### config.mk
export PLATFORM = sky130hd
export DESIGN_NAME = ees_sequencer
export DESIGN_NICKNAME = d
export VERILOG_FILES = /design/src/rtl/ees_pkg.sv /design/src/rtl/ees_sequencer.sv
export VERILOG_INCLUDE_DIRS = /design/src /design/src/rtl
export SDC_FILE = /design/constraint.sdc
export NUM_CORES = 1
export LEC_CHECK = 0
export BUFFER_PORTS_ARGS = -buffer_cell sky130_fd_sc_hd__buf_2
export CAP_MARGIN = 0
export CORE_AREA = 10 10 99 101
export DETAILED_ROUTE_END_ITERATION = 6
export DIE_AREA = 0 0 109 111
export MAX_ROUTING_LAYER = met4
export PLACE_DENSITY = 0.76
export RECOVER_POWER = 100
export SLEW_MARGIN = 10
export SYNTH_ARGS = -nofsm -noshare
export SYNTH_HDL_FRONTEND = slang
export SYNTH_SLANG_ARGS = --single-unit
### constraint.sdc
create_clock -name clk_i -period 2.75 [get_ports clk_i]
set_input_delay 0.4125 -clock clk_i [delete_from_list [all_inputs] [get_ports clk_i]]
set_output_delay 0.4125 -clock clk_i [all_outputs]
set_load 0.01 [all_outputs]
### src/rtl/ees_defs.svh
`ifndef EES_DEFS_SVH
`define EES_DEFS_SVH

// register byte offsets
`define EES_REG_CTRL 8'h00
`define EES_REG_SUPPLY 8'h04
`define EES_REG_STATUS 8'h08
`define EES_REG_IRQ_STAT 8'h0c
`define EES_REG_IRQ_CLR 8'h10
`define EES_REG_IRQ_EN 8'h14
`define EES_REG_TIMER 8'h18

// field positions
`define EES_CTRL_ALARM_RST 0
`define EES_SUP_EXT_EN 6
`define EES_ST_EXT_WARN 0
`define EES_ST_CTRL_WARN 1
`define EES_ST_ALARM 2
`define EES_ST_CONTACTOR 3
`define EES_ST_READY 4
`define EES_ST_EXT_IN 5
`define EES_ST_EXT_EN 6
`define EES_ST_TRIP 7
`define EES_IRQ_EXT_WARN 0
`define EES_IRQ_ALARM 1
`define EES_IRQ_CTRL_WARN 2
`define EES_IRQ_W 3

// reset values
`define EES_SUPPLY_RST 8'h00
`define EES_IRQ_EN_RST 3'h0

// timing
`define EES_TIMEOUT_S 30
`define EES_CLK_HZ 100000000

`endif

### src/rtl/ees_pkg.sv
`include "ees_defs.svh"
`default_nettype none

package ees_pkg;

   typedef enum logic [1:0] {
      TMR_IDLE,
      TMR_RUN,
      TMR_DONE,
      TMR_TRIP
   } ees_tmr_t;

   typedef struct packed {
      logic sync1;
      logic sync2;
      ees_tmr_t tmr;
      logic [31:0] cnt;
      logic [7:0] supply;
      logic alarm;
      logic [`EES_IRQ_W-1:0] irq_stat;
      logic [`EES_IRQ_W-1:0] irq_en;
      logic ack;
      logic [31:0] dat;
      logic contactor;
      logic ext_warn;
      logic ctrl_warn;
      logic decel;
      logic brake;
      logic coast;
      logic ready;
      logic irq;
   } ees_state_t;

endpackage

`default_nettype wire

### src/rtl/ees_sequencer.sv
// Functional notes
// RULE1: external stop input counts only when supply type has 0x40 added.
// RULE2: enabled, asserted external input without controller stop raises external warning.
// RULE3: external warning alone causes no deceleration stop and no dynamic brake.
// RULE4: no contactor shutoff within 30 s forces contactor off and raises alarm 55.
// RULE5: controller stop within 30 s replaces external warning by controller warning.
// RULE6: controller stop then contactor shutoff settles into normal stop state.
// RULE7: ready on allowed with external input asserted; alarm 55 after 30 s.
// RULE8: delay from external input to forced shutoff is fixed at 30 s.
// RULE9: forced shutoff lets spindle coast and servos stop on dynamic brakes.
// RULE10: controller stop never starts the external stop function.
// RULE11: external input released before timeout clears warning, stops timer, no shutoff.
`include "ees_defs.svh"
`default_nettype none

module ees_sequencer #(
   parameter longint unsigned TIMEOUT_CYC = 64'(`EES_TIMEOUT_S) * 64'(`EES_CLK_HZ)
) (
   input wire logic clk_i,
   input wire logic rst_i,
   input wire logic wb_cyc_i,
   input wire logic wb_stb_i,
   input wire logic wb_we_i,
   input wire logic [7:0] wb_adr_i,
   input wire logic [3:0] wb_sel_i,
   input wire logic [31:0] wb_dat_i,
   output logic [31:0] wb_dat_o,
   output logic wb_ack_o,
   input wire logic ext_estop_n_i,
   input wire logic nc_estop_i,
   input wire logic nc_mc_off_i,
   input wire logic ready_on_req_i,
   output logic contactor_drive_o,
   output logic ext_estop_warning_o,
   output logic controller_estop_warning_o,
   output logic alarm55_o,
   output logic decel_stop_o,
   output logic servo_dyn_brake_o,
   output logic spindle_coast_o,
   output logic ready_on_ok_o,
   output logic irq_o
);

   // forced-shutoff delay is a build-time constant only, never a register
   localparam logic [31:0] TMO_LAST = 32'(TIMEOUT_CYC - 64'h1);

   // the counter is 32 bits wide: a longer delay needs a wider counter, not a bigger value
   if (TIMEOUT_CYC < 64'h1 || TIMEOUT_CYC > 64'h0000_0000_ffff_ffff) begin
      $error("TIMEOUT_CYC out of range");
   end

   ees_pkg::ees_state_t s_reg;
   ees_pkg::ees_state_t s_next;

   logic ext_act;
   logic wr;
   logic rd;
   logic alarm_rst;
   logic [`EES_IRQ_W-1:0] irq_ev;
   logic [`EES_IRQ_W-1:0] irq_clr;

   always_comb begin
      s_next = s_reg;
      // second stage only feeds logic; first stage is read by nothing else
      s_next.sync1 = ext_estop_n_i;
      s_next.sync2 = s_reg.sync1;
      ext_act = ~s_reg.sync2 & s_reg.supply[`EES_SUP_EXT_EN]; // RULE1
      wr = wb_cyc_i & wb_stb_i & wb_we_i & ~s_reg.ack;
      rd = wb_cyc_i & wb_stb_i & ~wb_we_i & ~s_reg.ack;
      alarm_rst = wr && wb_adr_i == `EES_REG_CTRL && wb_sel_i[0] &&
         wb_dat_i[`EES_CTRL_ALARM_RST];
      irq_clr = '0;

      // register writes
      if (wr && wb_adr_i == `EES_REG_SUPPLY && wb_sel_i[0]) begin
         s_next.supply = wb_dat_i[7:0];
      end
      if (wr && wb_adr_i == `EES_REG_IRQ_EN && wb_sel_i[0]) begin
         s_next.irq_en = wb_dat_i[`EES_IRQ_W-1:0];
      end
      if (wr && wb_adr_i == `EES_REG_IRQ_CLR && wb_sel_i[0]) begin
         irq_clr = wb_dat_i[`EES_IRQ_W-1:0];
      end

      // only the dedicated input starts the timer, never a controller stop
      case (s_reg.tmr)
         ees_pkg::TMR_IDLE: begin
            s_next.cnt = '0;
            if (ext_act) begin // RULE10
               s_next.tmr = ees_pkg::TMR_RUN;
            end
         end
         ees_pkg::TMR_RUN: begin
            s_next.cnt = s_reg.cnt + 32'h1;
            if (nc_mc_off_i) begin
               s_next.tmr = ees_pkg::TMR_DONE; // RULE6
            end else if (!ext_act) begin
               s_next.tmr = ees_pkg::TMR_IDLE; // RULE11
            end else if (s_reg.cnt == TMO_LAST) begin
               s_next.tmr = ees_pkg::TMR_TRIP; // RULE4 RULE8
               s_next.alarm = 1'b1; // RULE7
            end
         end
         ees_pkg::TMR_DONE: begin
            if (!ext_act) begin
               s_next.tmr = ees_pkg::TMR_IDLE;
            end
         end
         ees_pkg::TMR_TRIP: begin
            // a forced shutoff holds until released and reset by software
            if (alarm_rst && !ext_act) begin
               s_next.tmr = ees_pkg::TMR_IDLE;
            end
         end
         default: begin
            s_next.tmr = ees_pkg::TMR_IDLE;
         end
      endcase
      if (alarm_rst && s_next.tmr != ees_pkg::TMR_TRIP) begin
         s_next.alarm = 1'b0;
      end

      // outputs, registered once
      s_next.ext_warn = (s_next.tmr == ees_pkg::TMR_RUN) & ~nc_estop_i; // RULE2 RULE5
      s_next.ctrl_warn = nc_estop_i; // RULE5 RULE6
      s_next.decel = nc_estop_i & (s_next.tmr != ees_pkg::TMR_TRIP); // RULE3
      s_next.brake = s_next.tmr == ees_pkg::TMR_TRIP; // RULE9
      s_next.coast = s_next.tmr == ees_pkg::TMR_TRIP; // RULE9
      // the external input alone keeps ready open; only a trip or the controller closes it
      s_next.ready = ~nc_estop_i & ~nc_mc_off_i & (s_next.tmr != ees_pkg::TMR_TRIP); // RULE7
      s_next.contactor = ready_on_req_i & s_next.ready; // RULE4

      // sticky events: a new event wins over a clear in the same cycle
      irq_ev = '0;
      irq_ev[`EES_IRQ_EXT_WARN] = s_next.ext_warn & ~s_reg.ext_warn;
      irq_ev[`EES_IRQ_ALARM] = s_next.alarm & ~s_reg.alarm;
      irq_ev[`EES_IRQ_CTRL_WARN] = s_next.ctrl_warn & ~s_reg.ctrl_warn;
      s_next.irq_stat = (s_reg.irq_stat & ~irq_clr) | irq_ev;
      s_next.irq = |(s_next.irq_stat & s_next.irq_en);

      // bus answer: one-cycle ack, unmapped reads return zero
      s_next.ack = wb_cyc_i & wb_stb_i & ~s_reg.ack;
      s_next.dat = '0;
      if (rd) begin
         case (wb_adr_i)
            `EES_REG_SUPPLY: s_next.dat = {24'h0, s_reg.supply};
            `EES_REG_STATUS: begin
               s_next.dat[`EES_ST_EXT_WARN] = s_reg.ext_warn;
               s_next.dat[`EES_ST_CTRL_WARN] = s_reg.ctrl_warn;
               s_next.dat[`EES_ST_ALARM] = s_reg.alarm;
               s_next.dat[`EES_ST_CONTACTOR] = s_reg.contactor;
               s_next.dat[`EES_ST_READY] = s_reg.ready;
               s_next.dat[`EES_ST_EXT_IN] = ~s_reg.sync2;
               s_next.dat[`EES_ST_EXT_EN] = s_reg.supply[`EES_SUP_EXT_EN];
               s_next.dat[`EES_ST_TRIP] = s_reg.tmr == ees_pkg::TMR_TRIP;
            end
            `EES_REG_IRQ_STAT: s_next.dat[`EES_IRQ_W-1:0] = s_reg.irq_stat;
            `EES_REG_IRQ_EN: s_next.dat[`EES_IRQ_W-1:0] = s_reg.irq_en;
            `EES_REG_TIMER: s_next.dat = s_reg.cnt;
            default: s_next.dat = '0;
         endcase
      end
   end

   always_ff @(posedge clk_i) begin
      if (rst_i) begin
         s_reg <= '0;
         s_reg.sync1 <= 1'b1;
         s_reg.sync2 <= 1'b1;
         s_reg.tmr <= ees_pkg::TMR_IDLE;
         s_reg.supply <= `EES_SUPPLY_RST;
         s_reg.irq_en <= `EES_IRQ_EN_RST;
      end else begin
         s_reg <= s_next;
      end
   end

   assign wb_dat_o = s_reg.dat;
   assign wb_ack_o = s_reg.ack;
   assign contactor_drive_o = s_reg.contactor;
   assign ext_estop_warning_o = s_reg.ext_warn;
   assign controller_estop_warning_o = s_reg.ctrl_warn;
   assign alarm55_o = s_reg.alarm;
   assign decel_stop_o = s_reg.decel;
   assign servo_dyn_brake_o = s_reg.brake;
   assign spindle_coast_o = s_reg.coast;
   assign ready_on_ok_o = s_reg.ready;
   assign irq_o = s_reg.irq;
endmodule

`default_nettype wire

# == Yosys cells after proc, flatten, opt, wreduce, memory -nomap -nowiden ==
# Cells that the tools add are included.
# totals
register_bits,91
out_inout_bits,42
# op_classes
n_mux,17
n_reduce_logical,18
n_bitwise,29
eq_ne,13
add_sub_neg,1
# op_table
op,n
$pmux 32 s2,1
$add 32x1->32 const B,1
$eq 32x32->1 const B,1
$eq 8x5->1 const B,3
$eq 8x4->1 const B,2
$and 1x1->1,15
$pmux 3 s5,1
$pmux 5 s3,1
$mux 2,6
$logic_and 1x1->1,11
$not 1->1,10
$eq 8x3->1 const B,1
$logic_not 8->1,1
$pmux 2 s4,1
$and 3x3->3,2
$eq 2x2->1 const B,3
$mux 3,2
$reduce_or 3->1,2
$mux 1,5
$eq 2x1->1 const B,2
$not 3->3,1
$or 3x3->3,1
$logic_not 2->1,1
$ne 2x2->1 const B,1
other kinds (3),3

# == Depth between registers and ports, before layout ==
# Gate-level depths: netlist of run 1.
# depth
word_depth,16
ltp_mapped,7
depth_no_buf,6

# == Least setup slack after synthesis of run 1 ==
# OpenSTA, ideal clock, no wires.
# synth_path
path_kind,reg2reg
start,register s_reg[56] (netlist name)
end,register s_reg[82] (netlist name)
setup_time_ps,116
setup_slack_ps,827
period_less_slack_ps,1923
t_arrival_ps,1806
stages_incl_launch_ff,8
t_required_ps,2634
cell_sequence,dfxtp_1 ha_1 and4b_1 clkbuf_1 nand3_1 nor4_4 a31oi_1 a41o_1
# synth_between
elab_chain_len,2
# synth_lines
item,line_no,text
"start, declared",ees_sequencer.sv:52,ees_pkg::ees_state_t s_reg;
"start signal, assigned",ees_sequencer.sv:174,s_reg <= s_next;
$add 32x1->32,ees_sequencer.sv:94,s_next.cnt = s_reg.cnt + 32'h1;
$pmux 32 s2,ees_sequencer.sv:86,case (s_reg.tmr)
# No other way between the ends.
# A chain may end at the register's enable or synchronous reset.

# == Worst setup path in the final report of run 1 ==
# layout_path
start,input port wb_adr_i[5]
end,register s_reg[52] (netlist name)
# layout_between
elab_chain_len,3
# layout_lines
item,line_no,text
"start, declared",ees_sequencer.sv:24,"input wire logic [7:0] wb_adr_i,"
$eq 8x3->1,-,
$logic_and 1x1->1 (no source line),-,
$logic_and 1x1->1,ees_sequencer.sv:75,if (wr && wb_adr_i == `EES_REG_SUPPLY && wb_sel_i[0]) begin
# No other way between the ends.

==> results.py, run 1 <==
metrics = {
    "finish": {
        "drive_above_1_share_pct": 11.2,
        "finalNetCount": 530,
        "largest_reg_flops": 49,
        "ff_latch_area_mm2": 0.00182,
        "insertedDiodeCount": 0,
        "area_growth_pct": 7.70,
        "fin_util_pct": 54.0,
        "fin_area_mm2": 0.00430,
        "multi_input_area_mm2": 0.00179,
        "fillCellCount": 740,
    },
    "yosys": {
        "netlist_top_cells_area": "dfxtp_1 (46%), buf_4 (6.2%), nor2_1 (6.1%)",
        "ys_ff_latch": 91,
        "synthFlopType": "dfxtp_1",
        "muxShareOfSynthArea_pct": 3.35,
        "ys_warn_count": 0,
        "synth_compound_area_share_pct": 8.68,
        "syn-num-nets": 493,
        "async_reset_ff_share_pct": 0,
        "synth_area_mm2": 0.00400,
        "synth_seq_area_share_pct": 45.6,
        "yosys.cell_types.count": 56,
        "yosysTopAreaCell": "dfxtp_1",
        "yosys.area_share.simple_pct": 28.7,
        "avgSynthCellArea_um2": 9.10,
        "synthXorXnorAreaFrac_pct": 4.82,
        "yosys.area_share.adder_pct": 0.313,
        "synth-edff-count": 0,
        "synth_top_family_by_area": "simple AND/OR/NAND/NOR gates",
        "synth.top_cell.area_share_pct": 45.6,
        "synth_cells": 439,
    },
    "cts": {
        "cts_resized": 0,
        "cts-root-buf": "clkbuf_8",
        "post-cts-setup-buffers": 0,
        "cts_inserted_buffers": 9,
        "clk_pin_slew_worst_paths_ns": 0.09,
        "worstSkewPairLatency_ns": 0.37,
        "htreeDepth": 3,
        "cts_hold_buf": 0,
        "clockBufferDepth": 2,
        "cts_tree": "done",
        "cts.sink_count": 91,
    },
    "sta": {
        "final.period_utilization_pct": 88.5,
        "setup_violations": 0,
        "hold_viol_final": 0,
        "grt_setup_unrepaired": "no",
        "slew_headroom_pct": 20.1,
        "setup_tns_ns": 0,
        "timing.final.ws_setup_ns": 0.318,
        "fmax_mhz": 411,
        "clock_skew_ns": 0.0133,
        "slew_viol_final": 0,
        "timing.final.crit_period_ns": 2.43,
        "tightest_slew_ns": 1.19,
    },
    "global_route": {
        "grt_max_degree": 24,
        "grt_pass1_vias": 2989,
        "grt_use_total_pct": 15.5,
        "grt.overflow.total": 0,
        "antenna_found_initial": 0,
        "grt_pass1_wl_mm": 14.9,
    },
    "route": {
        "vias": 3201,
        "drt_iter0_markers": 216,
        "detail_route.vias_per_cell": 5.46,
        "drt_pass1_iterations": 5,
        "wl_per_cell_um": 15.5,
        "drcViolationCount": 0,
        "final_antenna_net_count": 0,
        "wl_mm": 9.06,
    },
    "floorplanning": {
        "fp.dieH_um": 111,
        "die-area_mm2": 0.0121,
        "rows": 33,
        "die_w_um": 109,
        "core-area_mm2": 0.00797,
        "ios": 95,
        "initial_utilization_pct": 50.1,
    },
    "worst_setup_path": {
        "arrival_ns": 2.67,
        "path_class": "input pin to flop",
        "critPathLaunchType": "input pin",
        "worstPathMaxFanout": 10,
        "r2r_cells": 6,
        "worstPathCellList": "clkbuf_1 -> nor4_2 -> nand2_2 -> nor4_1 -> buf_4 -> mux2i_1 -> nor2_1",
        "crit_path_end_kind": "flop",
        "crit_required_ns": 2.98,
        "slowest_stage": "nor4_1",
        "slowest_delay_ns": 1.03,
    },
    "power": {
        "cellPowerDensity_mw_per_mm2": 544,
        "peakVddDrop_mv": 0.244,
        "finalPower_mw": 2.34,
        "p_leak_nw": 1.48,
    },
    "placed_design": {
        "post-dp-hpwl_mm": 6.67,
        "place_congestion": 0.902,
        "dp_slack_ns": 0.498,
        "numPortBuffers": 67,
        "placedInstanceArea_mm2": 0.00421,
    },
    "hold_path": {
        "worstHoldPathType": "input pin to flop",
        "holdPathStages": 2,
    },
    "job": {
        "max-cap-violations": 0,
    },
    "run_status": {
        "status": "finished, final reports clean",
    },
}
==> area by class of cell <==
cell class | instances | area share, %
clock buffers | 11 | 3.52
flip-flops and latches | 91 | 42.3
clock inverters | 5 | 1.40
repair buffers | 74 | 7.30
inverters | 10 | 0.872
well taps | 105 | 3.05
multi-input cells | 290 | 41.5
==> where the power goes <==
part           switching, mW  internal, mW  total, mW
Combinational         0.0407        0.0281     0.0688
Clock                  0.473         0.473      0.946
Sequential           0.00374          1.32       1.33
Total                  0.517          1.82       2.34
==> critical path, delay by kind of cell <==
kind	cells	cell delay [ns]
AND/OR/NAND/NOR	4	1.65
multiplexers	1	0.19
buffers and inverters	2	0.40
==> placed cells by master, fill, tap and decap left out, types with 4 or more instances in the layout <==
cell type,synthesis,layout
dfxtp_1,91,91
nor2_1,65,65
clkbuf_1,14,49
buf_2,0,23
a21oi_1,21,21
nand2_1,17,17
and2_1,23,14
nand4_1,12,13
nand3_1,12,12
xor2_1,11,11
xnor2_1,11,11
clkbuf_8,0,11
inv_1,10,10
o21ai_0,10,10
mux2i_1,10,10
nor4_1,7,9
nor3_1,9,9
and2_0,0,9
or3_1,7,7
nor2b_1,6,6
nand2b_1,6,6
a22oi_1,6,6
and3_1,4,4
==> cells by family (layout without fill, tap and decap cells) <==
group | after synthesis | after routing
flops | 91 | 91
buf+inv | 58 | 100
mux | 13 | 13
simple gates | 199 | 199
compound gates | 55 | 55
xor+xnor | 22 | 22
fa+ha+maj | 1 | 1
==> final timing paths <==
path,start,end,slack [ns]
min reg2reg,s_next[90],s_reg[90],0.43
max,wb_adr_i[5],s_reg[52],0.32
max reg2reg,s_reg[89],s_reg[85],0.33
min,ext_estop_n_i,s_next[90],0.22
==> per-layer routing <==
layer	vias to the layer above	wire, µm	GRT usage (%)
met5	-	0	-
li1	1570	-	-
met4	0	146	4.84
met2	80	4400	24.1
met3	14	473	3.43
met1	1537	4040	19.5
==> stage by stage <==
stage	cells	hold slack [ns]
floorplan	439	0.389
global placement	570	0.405
detailed placement	570	0.403
CTS	586	0.223
global route	586	0.223
finish	586	0.224
==> synthesized netlist by cell type (all sizes together) (2+ instances only) <==
| cell | number |
|---|---|
| a221oi | 3 |
| buf | 34 |
| a211o | 3 |
| xor2 | 11 |
| and3 | 4 |
| and2 | 23 |
| nand3b | 3 |
| o21ai | 10 |
| a21oi | 21 |
| a31oi | 2 |
| nor4 | 11 |
| nand3 | 12 |
| nand2b | 6 |
| inv | 10 |
| xnor2 | 11 |
| a22oi | 6 |
| dfxtp | 91 |
| or2 | 5 |
| nor2 | 65 |
| nor2b | 6 |
| nor4b | 3 |
| o2bb2ai | 2 |
| clkbuf | 14 |
| or4b | 2 |
| or3 | 7 |
| mux2 | 3 |
| nand4 | 14 |
| nor3 | 9 |
| and4b | 2 |
| mux2i | 10 |
| and4 | 4 |
| nand2 | 18 |
Power figures use the tool's default switching activity.
==> run 2: changes to the inputs <==
--- a/config.mk
+++ b/config.mk
@@ -12,8 +12,9 @@
 export DETAILED_ROUTE_END_ITERATION = 6
 export DIE_AREA = 0 0 109 111
 export MAX_ROUTING_LAYER = met4
-export PLACE_DENSITY = 0.76
+export PLACE_DENSITY = 0.8
 export RECOVER_POWER = 100
+export SETUP_SLACK_MARGIN = 0.05
 export SLEW_MARGIN = 10
 export SYNTH_ARGS = -nofsm -noshare
 export SYNTH_HDL_FRONTEND = slang
==> run 2 against run 1 <==
Utilization is 0.17 points higher. Die area stayed put. Clock skew is 0.0012 ns lower. Wire length is 2.2% lower. Critical path depth is 2 lower. Critical endpoint is now s_reg[62].
==> results.py, run 2 (same netlist as run 1, synthesis figures left out) <==
metrics = {
    "worst_setup_path": {
        "crit_path_end_kind": "flop",
        "arrival_ns": 2.60,
        "worstPathMaxFanout": 19,
        "crit_required_ns": 2.96,
        "path_class": "flop to flop",
        "critPathLaunchType": "flop",
    },
    "cts": {
        "cts_resized": 0,
        "cts-root-buf": "clkbuf_8",
        "cts_tree": "done",
        "clk_pin_slew_worst_paths_ns": 0.09,
        "htreeDepth": 3,
        "clockBufferDepth": 2,
        "worstSkewPairLatency_ns": 0.36,
        "cts_inserted_buffers": 9,
        "post-cts-setup-buffers": 0,
        "cts_hold_buf": 0,
        "cts.sink_count": 91,
    },
    "finish": {
        "layout_commonest_cell": "dfxtp_1",
        "area_growth_pct": 8.05,
        "layout_common_cells": "dfxtp_1 (91), nor2_1 (65), clkbuf_1 (49), buf_2 (22), a21oi_1 (21)",
        "ff_latch_area_mm2": 0.00182,
        "fin_util_pct": 54.2,
        "insertedDiodeCount": 0,
        "fin_area_mm2": 0.00432,
        "largest_reg_flops": 49,
        "fillCellCount": 734,
        "finalNetCount": 529,
        "multi_input_area_mm2": 0.00179,
        "drive_above_1_share_pct": 11.0,
    },
    "floorplanning": {
        "ios": 95,
        "core-area_mm2": 0.00797,
        "die-area_mm2": 0.0121,
        "initial_utilization_pct": 50.1,
        "rows": 33,
        "fp.dieH_um": 111,
        "die_w_um": 109,
    },
    "power": {
        "pwr-share-clk_pct": 41.8,
        "netSwitchingPower_mw": 0.510,
        "seqPwrFrac_pct": 55.3,
        "p_leak_nw": 1.48,
        "p_int_mw": 1.89,
        "combPwrFrac_pct": 2.9,
        "cellPowerDensity_mw_per_mm2": 555,
        "swShare_pct": 21.3,
        "peakVddDrop_mv": 0.277,
    },
    "sta": {
        "slew_viol_final": 0,
        "fmax_mhz": 419,
        "hold_viol_final": 0,
        "setup_tns_ns": 0,
        "grt_setup_unrepaired": "no",
        "slew_headroom_pct": 37.9,
        "setup_violations": 0,
        "clock_skew_ns": 0.0122,
        "final.period_utilization_pct": 86.8,
        "tightest_slew_ns": 0.923,
        "timing.final.crit_period_ns": 2.39,
    },
    "hold_path": {
        "worstHoldPathType": "input pin to flop",
    },
    "placed_design": {
        "placedInstanceArea_mm2": 0.00420,
        "numPortBuffers": 67,
        "post-dp-hpwl_mm": 6.57,
        "place_congestion": 0.868,
    },
    "global_route": {
        "grt_max_degree": 24,
        "grt_pass1_wl_mm": 14.8,
        "grt_pass1_vias": 3107,
        "antenna_found_initial": 0,
        "grt_use_total_pct": 15.1,
        "grt.overflow.total": 0,
    },
    "route": {
        "drcViolationCount": 0,
        "detail_route.vias_per_cell": 5.43,
        "wl_per_cell_um": 15.2,
        "drt_pass1_iterations": 4,
        "drt_iter0_markers": 144,
        "wl_mm": 8.87,
        "vias": 3175,
        "final_antenna_net_count": 0,
    },
    "run_status": {
        "status": "finished, final reports clean",
    },
    "job": {
        "max-cap-violations": 0,
    },
}
==> run 2: cell count changes in the layout (fill, tap and decap cells not counted), sizes merged <==
cell and delta:
buf -1, bufinv +1, clkbuf -1, clkinvlp +1, inv -1
==> run 2: cell type report <==
class,instances,area share [%]
clock buffers,10,3.19
clock inverters,6,2.06
inverters,10,0.870
multi-input cells,290,41.5
flip-flops and latches,91,42.2
well taps,105,3.04
repair buffers,73,7.16
==> run 2: through the flow <==
step | total power, mW | hold WS [ns] | instances | worst slack, ns
global placement | 1.43 | 0.403 | 569 | 0.598
global route | 2.47 | 0.247 | 585 | 0.155
detailed placement | 1.43 | 0.402 | 569 | 0.533
finish | 2.40 | 0.238 | 585 | 0.362
CTS | 2.41 | 0.231 | 585 | 0.520
floorplan | 1.39 | 0.389 | 439 | 0.827
==> run 2: power by group through the flow <==
stage,Clock [mW],Sequential [mW],Combinational (mW)
after global routing,1.07,1.33,0.0763
after detailed placement,0,1.36,0.0714
final,1.00,1.33,0.0688
after global placement,0,1.36,0.0694
after floorplan,0,1.36,0.0355
after CTS,1.01,1.33,0.0722
==> run 2: final timing paths <==
kind / start / end / slack, ns / cells after the start
max reg2reg: s_reg[89] / s_reg[62] / 0.36 / 5
max: s_reg[89] / s_reg[62] / 0.36 / 5
min: ext_estop_n_i / s_next[90] / 0.24 / 2
min reg2reg: s_next[90] / s_reg[90] / 0.42 / 1
==> run 2: per-layer routing <==
layer  share of wire (%)  up-vias  track usage [%]
li1                    -     1577                -
met4                 1.4        0             4.13
met1                  44     1493             18.0
met2                  49       90             24.3
met5                   0        -                -
met3                 5.4       15             4.07
==> run 2: worst max-delay path, cell delays in order, from the launching register on <==
cell and delay [ns]:
dfxtp_1 0.34, clkbuf_1 0.26, nor2_1 0.19, or2_0 0.63, clkbuf_1 0.70, nor2_1 0.13
